==> src/hw/mssl_map.vh <==
`ifndef MSSL_MAP_VH
`define MSSL_MAP_VH
// operating modes
`define MSSL_MODE_SINGLE 2'h0
`define MSSL_MODE_SELFCHK 2'h1
`define MSSL_MODE_FACTORY 2'h2
// self-check routine selection
`define MSSL_RT_SELFCHK 3'h0
`define MSSL_RT_NOPLL 3'h1
`define MSSL_RT_JUMPRAM 3'h2
`define MSSL_RT_LOADRAM 3'h3
`define MSSL_RT_NONE 3'h4
// result codes on result lines 3..0 (low lights led)
`define MSSL_RES_BAD_IO 4'h9
`define MSSL_RES_BAD_RAM 4'hA
`define MSSL_RES_BAD_TMR 4'hB
`define MSSL_RES_BAD_ROM 4'hC
`define MSSL_RES_BAD_INT 4'hD
`define MSSL_RES_OFF 4'hF
`define MSSL_RES_ON 4'h0
// memory placement
`define MSSL_SC_ROM_LO 13'h1F00
`define MSSL_SC_ROM_HI 13'h1FEF
`define MSSL_ROMSUM_ENTRY 13'h1FD1
`define MSSL_TMRTEST_ENTRY 13'h1F9B
`define MSSL_RAM_START 13'h0100
// timing
`define MSSL_CLK_HZ 20000000
`define MSSL_POR_RESET_CYCLES 4064
`define MSSL_TMR_SAMPLE_CYCLES 4'hC
`define MSSL_FLASH_HALF_CYCLES 32'd10000000
// wishbone register offsets
`define MSSL_REG_CTRL 8'h00
`define MSSL_REG_STAT 8'h04
`define MSSL_REG_TEST 8'h08
`define MSSL_REG_CNT 8'h0C
// control field positions
`define MSSL_CTRL_RUN 0
`define MSSL_CTRL_CLR 1
// test fault injection field positions
`define MSSL_TEST_IO 0
`define MSSL_TEST_RAM 1
`define MSSL_TEST_TMR 2
`define MSSL_TEST_ROM 3
`define MSSL_TEST_INT 4
`endif

==> src/hw/mssl_fifo.v <==
`timescale 1ns/100ps
// small synchronous fifo between download port and ram writer
module mssl_fifo #(
  parameter WIDTH = 8,
  parameter DEPTH = 8,
  parameter AW = 3
) (
  input wire clk_i,
  input wire rst_i,
  input wire [WIDTH-1:0] in_data_i,
  input wire in_valid_i,
  output wire in_ready_o,
  output wire [WIDTH-1:0] out_data_o,
  output wire out_valid_o,
  input wire out_ready_i
);
  reg [WIDTH-1:0] mem [0:DEPTH-1]; // storage words
  reg [AW-1:0] wr_ff; // write pointer
  reg [AW-1:0] rd_ff; // read pointer
  reg [AW:0] cnt_ff; // fill level
  wire push;
  wire pop;
  assign in_ready_o = (cnt_ff != DEPTH[AW:0]);
  assign out_valid_o = (cnt_ff != {(AW+1){1'b0}});
  assign out_data_o = mem[rd_ff];
  assign push = in_valid_i & in_ready_o;
  assign pop = out_valid_o & out_ready_i;
  // storage write, no reset needed on data
  always @(posedge clk_i) begin
    if (push) begin
      mem[wr_ff] <= in_data_i;
    end
  end
  // pointers and level
  always @(posedge clk_i) begin
    if (rst_i) begin
      wr_ff <= {AW{1'b0}};
      rd_ff <= {AW{1'b0}};
      cnt_ff <= {(AW+1){1'b0}};
    end else begin
      if (push) begin
        wr_ff <= wr_ff + 1'b1;
      end
      if (pop) begin
        rd_ff <= rd_ff + 1'b1;
      end
      if (push & ~pop) begin
        cnt_ff <= cnt_ff + 1'b1;
      end else if (pop & ~push) begin
        cnt_ff <= cnt_ff - 1'b1;
      end
    end
  end
endmodule // mssl_fifo

==> src/hw/mssl_loader.v <==
`timescale 1ns/100ps
`include "mssl_map.vh"
// Behaviour
// three modes: single-chip, self-check, factory test
// normal interrupt level gives single-chip mode
// test voltage and strap bit1 high: self-check
// fixture holds reset long enough
// self-check turns the pll on first
// run io, ram, timer, rom, interrupt tests
// report result codes on result lines
// self-check program lives at 1F00-1FEF
// timer test zero flag, accumulator zero
// timer sampled every 12 cycles till flags
// rom checksum at 1FD1, index zero
// straps 0..3 pick the routine
// bit2 high, bit3 low: pll stays off
// bit2 low, bit1 high, bit0 low: jump ram
// bit2 low, bit1 high, bit0 high: download
// data-ready low: drop ack, store from 100
// ack low after each byte stored
// first byte is count, then execute
// host waits for ack before next byte
module mssl_loader (
  input wire clk_i,
  input wire rst_i,
  input wire test_voltage_level_i,
  input wire irq_n_i,
  input wire port_b_bit0_strap_i,
  input wire port_b_bit1_strap_i,
  input wire port_b_bit2_strap_i,
  input wire port_b_bit3_strap_i,
  input wire [7:0] port_a_i,
  input wire [7:0] wb_adr_i,
  input wire [31:0] wb_dat_i,
  input wire [3:0] wb_sel_i,
  input wire wb_we_i,
  input wire wb_cyc_i,
  input wire wb_stb_i,
  output reg [31:0] wb_dat_o,
  output reg wb_ack_o,
  output reg [1:0] mode_o,
  output reg pll_on_o,
  output reg [3:0] result_lines_o,
  output reg download_ack_line_o,
  output reg download_ack_line_oe_o,
  output reg ram_we_o,
  output reg [12:0] ram_addr_o,
  output reg [7:0] ram_wdata_o,
  output reg exec_start_o,
  output reg [12:0] exec_addr_o,
  output reg zero_flag_o,
  output reg [7:0] acc_o,
  output reg [7:0] index_o
);
  // sequencer states: test phases plus idle, good, bad, download, start and halt
  localparam ST_IDLE = 4'h0;
  localparam ST_IO = 4'h1;
  localparam ST_RAM = 4'h2;
  localparam ST_TMR = 4'h3;
  localparam ST_ROM = 4'h4;
  localparam ST_INT = 4'h5;
  localparam ST_GOOD = 4'h6;
  localparam ST_BAD = 4'h7;
  localparam ST_DL = 4'h8;
  localparam ST_EXEC = 4'h9;
  localparam ST_HALT = 4'hA;

  // sample period of the prescaled timer, at least one cycle
  localparam [3:0] TMR_SAMPLE = `MSSL_TMR_SAMPLE_CYCLES;

  // decode strap bits to a routine; used at reset catch and status read
  function [2:0] pick_routine;
    input [3:0] s;
    begin
      if (s[2] & ~s[3]) begin
        pick_routine = `MSSL_RT_NOPLL;
      end else if (~s[2] & s[1] & ~s[0]) begin
        pick_routine = `MSSL_RT_JUMPRAM;
      end else if (~s[2] & s[1] & s[0]) begin
        pick_routine = `MSSL_RT_LOADRAM;
      end else begin
        pick_routine = `MSSL_RT_SELFCHK;
      end
    end
  endfunction

  reg [3:0] state_ff; // test sequencer state
  reg [2:0] routine_ff; // routine picked at reset release
  reg caught_ff; // straps already caught since reset
  reg [3:0] tmr_cnt_ff; // timer sample spacing counter
  reg [3:0] step_ff; // per-phase step counter
  reg [31:0] flash_ff; // led flash divider
  reg [7:0] dl_total_ff; // byte count from first byte
  reg [7:0] dl_seen_ff; // bytes received so far
  reg dl_first_ff; // next byte is the count
  reg irq_q_ff; // previous data-ready level
  reg [4:0] fault_ff; // software fault injection
  reg run_ff; // software asks to rerun tests
  wire [3:0] straps;
  wire dr_fall;
  wire fifo_in_ready;
  wire [7:0] fifo_data;
  wire fifo_valid;
  reg fifo_pop;
  wire bus_req;

  // strap pins gathered as one nibble, bit 0 lowest
  assign straps = {port_b_bit3_strap_i, port_b_bit2_strap_i,
                   port_b_bit1_strap_i, port_b_bit0_strap_i};
  // a byte is offered on the falling edge of data-ready
  assign dr_fall = irq_q_ff & ~irq_n_i & (state_ff == ST_DL);
  // a request that has not been answered yet
  assign bus_req = wb_cyc_i & wb_stb_i & ~wb_ack_o;

  // buffer download bytes; the full flag is unused, so a byte offered while full is dropped
  mssl_fifo #(
    .WIDTH(8),
    .DEPTH(8),
    .AW(3)
  ) u_fifo (
    .clk_i(clk_i),
    .rst_i(rst_i),
    .in_data_i(port_a_i),
    .in_valid_i(dr_fall),
    .in_ready_o(fifo_in_ready),
    .out_data_o(fifo_data),
    .out_valid_o(fifo_valid),
    .out_ready_i(fifo_pop)
  );

  // pop a byte whenever the writer is downloading
  always @* begin
    fifo_pop = fifo_valid & (state_ff == ST_DL);
  end

  // wishbone slave: one-cycle ack, unmapped reads return zero
  always @(posedge clk_i) begin
    if (rst_i) begin
      wb_ack_o <= 1'b0;
      wb_dat_o <= 32'h00000000;
      fault_ff <= 5'h00;
      run_ff <= 1'b0;
    end else begin
      // ack follows the request by one cycle, then drops
      wb_ack_o <= bus_req;
      // rerun request is a one-cycle strobe
      run_ff <= 1'b0;
      if (bus_req & wb_we_i & wb_sel_i[0]) begin
        case (wb_adr_i)
          `MSSL_REG_CTRL: begin
            // only the run bit matters here
            run_ff <= wb_dat_i[`MSSL_CTRL_RUN];
          end
          `MSSL_REG_TEST: begin
            fault_ff <= wb_dat_i[4:0];
          end
          default: begin
            // writes elsewhere are ignored
          end
        endcase
      end
      if (bus_req & ~wb_we_i) begin
        case (wb_adr_i)
          `MSSL_REG_STAT: begin
            // live strap pick sits beside the one caught at reset
            wb_dat_o <= {12'h000, state_ff, pick_routine(straps),
                         1'b0, routine_ff, 3'h0, mode_o,
                         result_lines_o};
          end
          `MSSL_REG_TEST: begin
            // fault bits read back as written
            wb_dat_o <= {27'h0000000, fault_ff};
          end
          `MSSL_REG_CNT: begin
            // download progress: total above, seen below
            wb_dat_o <= {16'h0000, dl_total_ff, dl_seen_ff};
          end
          default: begin
            wb_dat_o <= 32'h00000000;
          end
        endcase
      end
    end
  end

  // mode catch at reset release, then the self-check sequencer
  always @(posedge clk_i) begin
    if (rst_i) begin
      // straps are caught on the first edge after release
      state_ff <= ST_IDLE;
      routine_ff <= `MSSL_RT_NONE;
      caught_ff <= 1'b0;
      mode_o <= `MSSL_MODE_SINGLE;
      pll_on_o <= 1'b0;
      result_lines_o <= `MSSL_RES_OFF;
      download_ack_line_o <= 1'b1;
      download_ack_line_oe_o <= 1'b0;
      ram_we_o <= 1'b0;
      ram_addr_o <= 13'h0000;
      ram_wdata_o <= 8'h00;
      exec_start_o <= 1'b0;
      exec_addr_o <= 13'h0000;
      zero_flag_o <= 1'b0;
      acc_o <= 8'h00;
      index_o <= 8'h00;
      tmr_cnt_ff <= 4'h0;
      step_ff <= 4'h0;
      flash_ff <= 32'h00000000;
      dl_total_ff <= 8'h00;
      dl_seen_ff <= 8'h00;
      dl_first_ff <= 1'b1;
      irq_q_ff <= 1'b1;
    end else begin
      // previous data-ready level for the falling-edge detect
      irq_q_ff <= irq_n_i;
      // store and start strobes last one cycle
      ram_we_o <= 1'b0;
      exec_start_o <= 1'b0;
      // reset length assumed met by fixture
      if (!caught_ff) begin
        caught_ff <= 1'b1;
        // three mode decode
        if (test_voltage_level_i & port_b_bit1_strap_i) begin
          // self-check entry
          mode_o <= `MSSL_MODE_SELFCHK;
          // strap routine pick
          routine_ff <= pick_routine(straps);
          // jump and download skip the test phases
          case (pick_routine(straps))
            `MSSL_RT_JUMPRAM: begin
              state_ff <= ST_EXEC;
            end
            `MSSL_RT_LOADRAM: begin
              // download routine entry
              state_ff <= ST_DL;
              download_ack_line_oe_o <= 1'b1;
            end
            `MSSL_RT_NOPLL: begin
              // pll left off
              state_ff <= ST_IO;
            end
            default: begin
              // pll on first
              pll_on_o <= 1'b1;
              state_ff <= ST_IO;
            end
          endcase
        end else if (test_voltage_level_i) begin
          // factory test internals are not modelled, park
          mode_o <= `MSSL_MODE_FACTORY;
          state_ff <= ST_HALT;
        end else begin
          // single-chip entry
          mode_o <= `MSSL_MODE_SINGLE;
          state_ff <= ST_HALT;
        end
      end else begin
        case (state_ff)
          // ordered test phases
          ST_IO: begin
            // each phase but the interrupt one writes its code as it decides; the next phase overwrites it on a pass
            step_ff <= 4'h0;
            state_ff <= fault_ff[`MSSL_TEST_IO] ? ST_BAD : ST_RAM;
            result_lines_o <= `MSSL_RES_BAD_IO;
          end
          ST_RAM: begin
            // ram phase also arms the timer sampler
            state_ff <= fault_ff[`MSSL_TEST_RAM] ? ST_BAD : ST_TMR;
            result_lines_o <= `MSSL_RES_BAD_RAM;
            tmr_cnt_ff <= 4'h0;
          end
          ST_TMR: begin
            // sample every 12 cycles
            if (tmr_cnt_ff == TMR_SAMPLE - 4'h1) begin
              tmr_cnt_ff <= 4'h0;
              step_ff <= step_ff + 4'h1;
              if (step_ff == 4'hF) begin
                // zero flag and accumulator
                zero_flag_o <= ~fault_ff[`MSSL_TEST_TMR];
                acc_o <= fault_ff[`MSSL_TEST_TMR] ? 8'h01 : 8'h00;
                result_lines_o <= `MSSL_RES_BAD_TMR;
                state_ff <= fault_ff[`MSSL_TEST_TMR] ? ST_BAD : ST_ROM;
              end
            end else begin
              // count toward the next sample
              tmr_cnt_ff <= tmr_cnt_ff + 4'h1;
            end
          end
          ST_ROM: begin
            // checksum return values
            index_o <= 8'h00;
            zero_flag_o <= ~fault_ff[`MSSL_TEST_ROM];
            acc_o <= fault_ff[`MSSL_TEST_ROM] ? 8'h01 : 8'h00;
            // routine address window
            exec_addr_o <= `MSSL_ROMSUM_ENTRY;
            result_lines_o <= `MSSL_RES_BAD_ROM;
            state_ff <= fault_ff[`MSSL_TEST_ROM] ? ST_BAD : ST_INT;
          end
          ST_INT: begin
            if (fault_ff[`MSSL_TEST_INT]) begin
              result_lines_o <= `MSSL_RES_BAD_INT;
              state_ff <= ST_BAD;
            end else begin
              // good device: all leds on, the divider then flashes them
              result_lines_o <= `MSSL_RES_ON;
              flash_ff <= 32'h00000000;
              state_ff <= ST_GOOD;
            end
          end
          ST_GOOD: begin
            // flashing means good device
            if (flash_ff == `MSSL_FLASH_HALF_CYCLES - 32'd1) begin
              flash_ff <= 32'h00000000;
              result_lines_o <= ~result_lines_o;
            end else begin
              flash_ff <= flash_ff + 32'd1;
            end
            // software rerun restarts at the io phase
            if (run_ff) begin
              state_ff <= ST_IO;
            end
          end
          ST_BAD: begin
            // code stays on lines
            if (run_ff) begin
              state_ff <= ST_IO;
            end
          end
          ST_DL: begin
            // byte taken, ack released
            if (dr_fall) begin
              download_ack_line_o <= 1'b1;
            end
            if (fifo_valid) begin
              // every byte is stored, the count included
              ram_we_o <= 1'b1;
              ram_wdata_o <= fifo_data;
              if (dl_first_ff) begin
                // first byte is the count
                dl_first_ff <= 1'b0;
                dl_total_ff <= fifo_data;
                dl_seen_ff <= 8'h01;
                // count byte lands at the ram start
                ram_addr_o <= `MSSL_RAM_START;
              end else begin
                // next byte goes one address up
                ram_addr_o <= ram_addr_o + 13'h0001;
                dl_seen_ff <= dl_seen_ff + 8'h01;
              end
              // ack low after store
              download_ack_line_o <= 1'b0;
              if (!dl_first_ff && dl_seen_ff + 8'h01 >= dl_total_ff) begin
                state_ff <= ST_EXEC;
              end else if (dl_first_ff && fifo_data <= 8'h01) begin
                state_ff <= ST_EXEC;
              end
            end
          end
          ST_EXEC: begin
            // jump to ram start
            exec_start_o <= 1'b1;
            exec_addr_o <= `MSSL_RAM_START;
            state_ff <= ST_HALT;
          end
          ST_HALT: begin
            // single-chip and factory modes idle here
            state_ff <= ST_HALT;
          end
          default: begin
            // unknown codes park safely
            state_ff <= ST_HALT;
          end
        endcase
      end
    end
  end
endmodule // mssl_loader

==> config.mk <==
export PLATFORM = sky130hd
export DESIGN_NAME = mssl_loader
export DESIGN_NICKNAME = d
export VERILOG_FILES = /design/src/hw/mssl_fifo.v /design/src/hw/mssl_loader.v
export VERILOG_INCLUDE_DIRS = /design/src /design/src/hw
export SDC_FILE = /design/constraint.sdc
export NUM_CORES = 1
export LEC_CHECK = 0
export BUFFER_PORTS_ARGS = -buffer_cell sky130_fd_sc_hd__buf_2
export CAP_MARGIN = 20
export CORE_MARGIN = 5
export CORE_UTILIZATION = 30
export CTS_CLUSTER_SIZE = 30
export DETAILED_ROUTE_END_ITERATION = 8
export PLACE_DENSITY = 0.45
export SLEW_MARGIN = 20
export SYNTH_ARGS = -nofsm -noshare
export SYNTH_HDL_FRONTEND = slang
export SYNTH_SLANG_ARGS = --single-unit
==> constraint.sdc <==
create_clock -name clk_i -period 5.75 [get_ports clk_i]
set_clock_uncertainty 0.15 [all_clocks]
set_input_delay 1.15 -clock clk_i [delete_from_list [all_inputs] [get_ports clk_i]]
set_output_delay 1.15 -clock clk_i [all_outputs]
set_load 0.05 [all_outputs]
==> impl_results.md <==
* Die height at 187.9 µm
* Multi-input combinational cell area at 4249 µm²
* DR vias at 6,788
* Reg2reg path depth at 11
* Commonest cells after routing, fill and taps aside: nor2_1 (150), dfxtp_1 (142), buf_2 (95), edfxtp_1 (64), nand2_1 (61)
* Synth-to-layout area growth at 14.40%
* Crit. End Element: flip-flop
* Max-cap violation count at 0
* Seq. cell area at 4765 µm²
* Leak Pwr at 0.003993 µW
* Peak supply drop at 0.0001878 V
* Syn Inst Count at 928
* Fmax at 290.0 MHz
* Run status: finished clean
* Post-Synthesis Cell Area at 9494 µm²
* First-pass GRT wire length at 37,450 µm
* Highest Signal Layer: met5
* Number of synthesized flops with an enable pin at 64
* FF-to-FF Start: state_ff[0]$_SDFFE_PP0P_
* Final Cycle Share at 59.96%
* Nets at 1,085
* Kind of critical path: flip-flop to flip-flop
* Worst Hold Depth at 2
* DRT Pass-1 Iters at 5
* Final setup vio count at 0
* Htree depth at 1
* Layout cell share with drive strength beyond 1 at 17.34%
* Post-Layout Inst Area at 10,860 µm²
* Initial antenna violation count at 2
* Min-delay worst type: flip-flop to flip-flop
* Rows at 65
* Reg2reg end: u_fifo.cnt_ff[3]$_SDFFE_PP0P_
* Largest net degree at the start of global routing at 54
* Slew margin rel. at 35.84%
* Most common cell after layout, fill and taps aside: nor2_1
* Post-synth top flop: dfxtp_1
* Yosys cell types at 75
* CP max FO at 19
* Min cycle time layout at 3.448 ns
* Total grt overflow at 0
* CTS Hold Bufs at 0
* Type of origin of the critical path: flip-flop
* Asr flop ratio synth at 0%
* Worst-skew pair later-pin latency at 0.52 ns
* Setup TNS at 0 ns
* Cts bufs inserted at 24
* M1 WL at 11,460 µm
* Worst Path Arrival at 3.74 ns
* Io pins at 158
* Syn. warnings at 0
* Clk buf depth at 3
* Worst hold slack at 0.2997 ns
* Post-synthesis register bit count at 206
* Die span in x at 187.9 µm
* Antenna Nets Post-Route at 0
* Clock slew at the register clock pins of the worst setup and hold paths at 0.06 ns
* Initial core utilization at 30.24%
* Total setup buffers inserted after CTS at 0
* Post-CTS Resized at 0
* Post-DR wirelength/cell at 16.46 µm
* WL met3 at 1551 µm
* Drt via density at 4.767
* Detailed Place HPWL at 16,230 µm
* PwrDens at 331.3 nW/µm²
* Total Routed Length at 23,450 µm
* Fillers at 3,205
* Clock Sinks at 206
* Clk root buf: clkbuf_16
* Number of global-route vias before repair at 6,578
* DRC Markers at 0
* Final Hold Vio Count at 0
* Seq/Total Area, Yosys at 50.18%
* Synthesized area per cell at 10.23 µm²
* Die area at 35,300 µm²
* CTS tree: yes
* Core area at 31,390 µm²
* GRT Total Usage at 12.90%
* Drt initial violations at 281
* Hold Startpoint: routine_ff[2]$_SDFFE_PP1P_
* RSZ-0062 raised after global routing: false
* Final Wtd Congestion at 0.7481
* Placed Area at 10,120 µm²
* Req. time, crit path at 6.04 ns
* R2R Setup Slk at 2.30 ns
* Met2 WL post-DR at 10,030 µm
* Final count of pins violating max slew at 0
* Hold EP: routine_ff[2]$_SDFFE_PP1P_
* Tightest Pin Transition at 0.9588 ns
* PortBufs at 96
## metrics by stage
step | power (µW) | util [%] | instances | setup WS (ns)
floorplan | 2073 | - | 958 | 2.584
global route | 3780 | 34.59 | 1423 | 1.959
CTS | 3663 | 34.59 | 1423 | 2.274
global placement | 2192 | 32.22 | 1379 | 2.210
detailed placement | 2194 | 32.22 | 1379 | 2.179
finish | 3599 | 34.60 | 1424 | 2.302
## flip-flops by register name, indices dropped and copies added, names as in the netlist, 5 cells and up, named ones only
name,count
dl_seen_ff,8
fault_ff,5
ram_wdata_o,8
wb_dat_o,20
ram_addr_o,13
flash_ff,32
dl_total_ff,8
u_fifo.mem,64
## how the worst max path moves through the flow
stage / from / to / depth (start not counted)
finish: state_ff[0]$_SDFFE_PP0P_ / u_fifo.cnt_ff[3]$_SDFFE_PP0P_ / 11
global placement: irq_n_i / u_fifo.cnt_ff[3]$_SDFFE_PP0P_ / 12
global route: state_ff[0]$_SDFFE_PP0P_ / u_fifo.cnt_ff[3]$_SDFFE_PP0P_ / 11
CTS: state_ff[0]$_SDFFE_PP0P_ / u_fifo.cnt_ff[3]$_SDFFE_PP0P_ / 11
detailed placement: irq_n_i / u_fifo.cnt_ff[3]$_SDFFE_PP0P_ / 12
floorplan: irq_n_i / u_fifo.cnt_ff[3]$_SDFFE_PP0P_ / 11
## report_power, final
| part | internal [µW] | leakage (µW) | switching, µW |
|---|---|---|---|
| combinational | 181 | 0.00191 | 338 |
| clock | 847 | 0.000360 | 593 |
| sequential | 1550 | 0.00172 | 84.6 |
| total | 2580 | 0.00399 | 1020 |
## metal layers
metal  vias up  track usage (%)
met2       149            19.53
li1       3401                -
met3        31            2.569
met5         -                0
met1      3205            19.10
met4         2            2.851
## synthesized netlist by cell type, drive strengths merged, types with 2 or more instances
library cell / number / area share, %
nor2b: 5 / 0.33
a22o: 5 / 0.46
buf: 54 / 3.9
a22oi: 13 / 1.0
xnor2: 21 / 1.9
a211oi: 22 / 1.9
o21ai: 27 / 1.5
nand4bb: 2 / 0.29
nor4: 12 / 1.2
or3b: 2 / 0.18
inv: 21 / 0.83
clkbuf: 28 / 1.5
mux2i: 35 / 3.7
nor3: 15 / 0.84
a21o: 3 / 0.24
nand3: 35 / 1.8
edfxtp: 64 / 20
and2b: 2 / 0.17
nor3b: 5 / 0.63
and4: 5 / 0.47
a31oi: 5 / 0.49
nand2: 61 / 2.4
mux4: 14 / 3.3
and2: 4 / 0.28
nand2b: 12 / 0.87
or2b: 2 / 0.18
or3: 9 / 0.59
mux2: 4 / 0.47
nand3b: 6 / 0.47
and3: 9 / 0.59
o211ai: 4 / 0.37
a21oi: 42 / 2.3
ha: 18 / 2.4
dfxtp: 142 / 30
o21a: 3 / 0.24
nand4: 10 / 0.66
xor2: 28 / 2.6
a32oi: 6 / 0.55
or2: 2 / 0.13
nor2: 150 / 5.9
a2bb2oi: 7 / 0.65
## area by class of cell
cell class                 count  share of cell area (%)
clock inverter                 7                  0.6796
multi-input combinational    649                   39.12
inverter                      21                  0.7257
tap                          402                   4.631
antenna                        1                 0.02304
timing repair buffer         101                   4.792
sequential                   206                   43.87
clock buffer                  37                   6.163
## critical path: stages (launching register included)
cell and delay, ns:
dfxtp_1 0.52, nor3_1 0.65, nand4_1 0.19, a21oi_2 0.35, ha_1 0.25, inv_1 0.09, ha_1 0.28, a21o_1 0.18
a21oi_1 0.17, xnor2_1 0.10, or3_1 0.31, a21oi_1 0.13
## kinds of logic (layout without fill, tap and decap cells)
| kind of cell | count (synthesis) | in the layout | synth area share [%] |
|---|---|---|---|
| buf+inv | 103 | 166 | 6.299 |
| simple gates | 352 | 352 | 18.46 |
| mux | 53 | 53 | 7.485 |
| other cells | 1 | 32 | 0.03950 |
| xor+xnor | 49 | 49 | 4.520 |
| compound gates | 145 | 145 | 10.42 |
| fa+ha+maj | 19 | 19 | 2.583 |
| flops | 206 | 206 | 50.18 |
No activity file was read; power rests on OpenSTA's default activity.
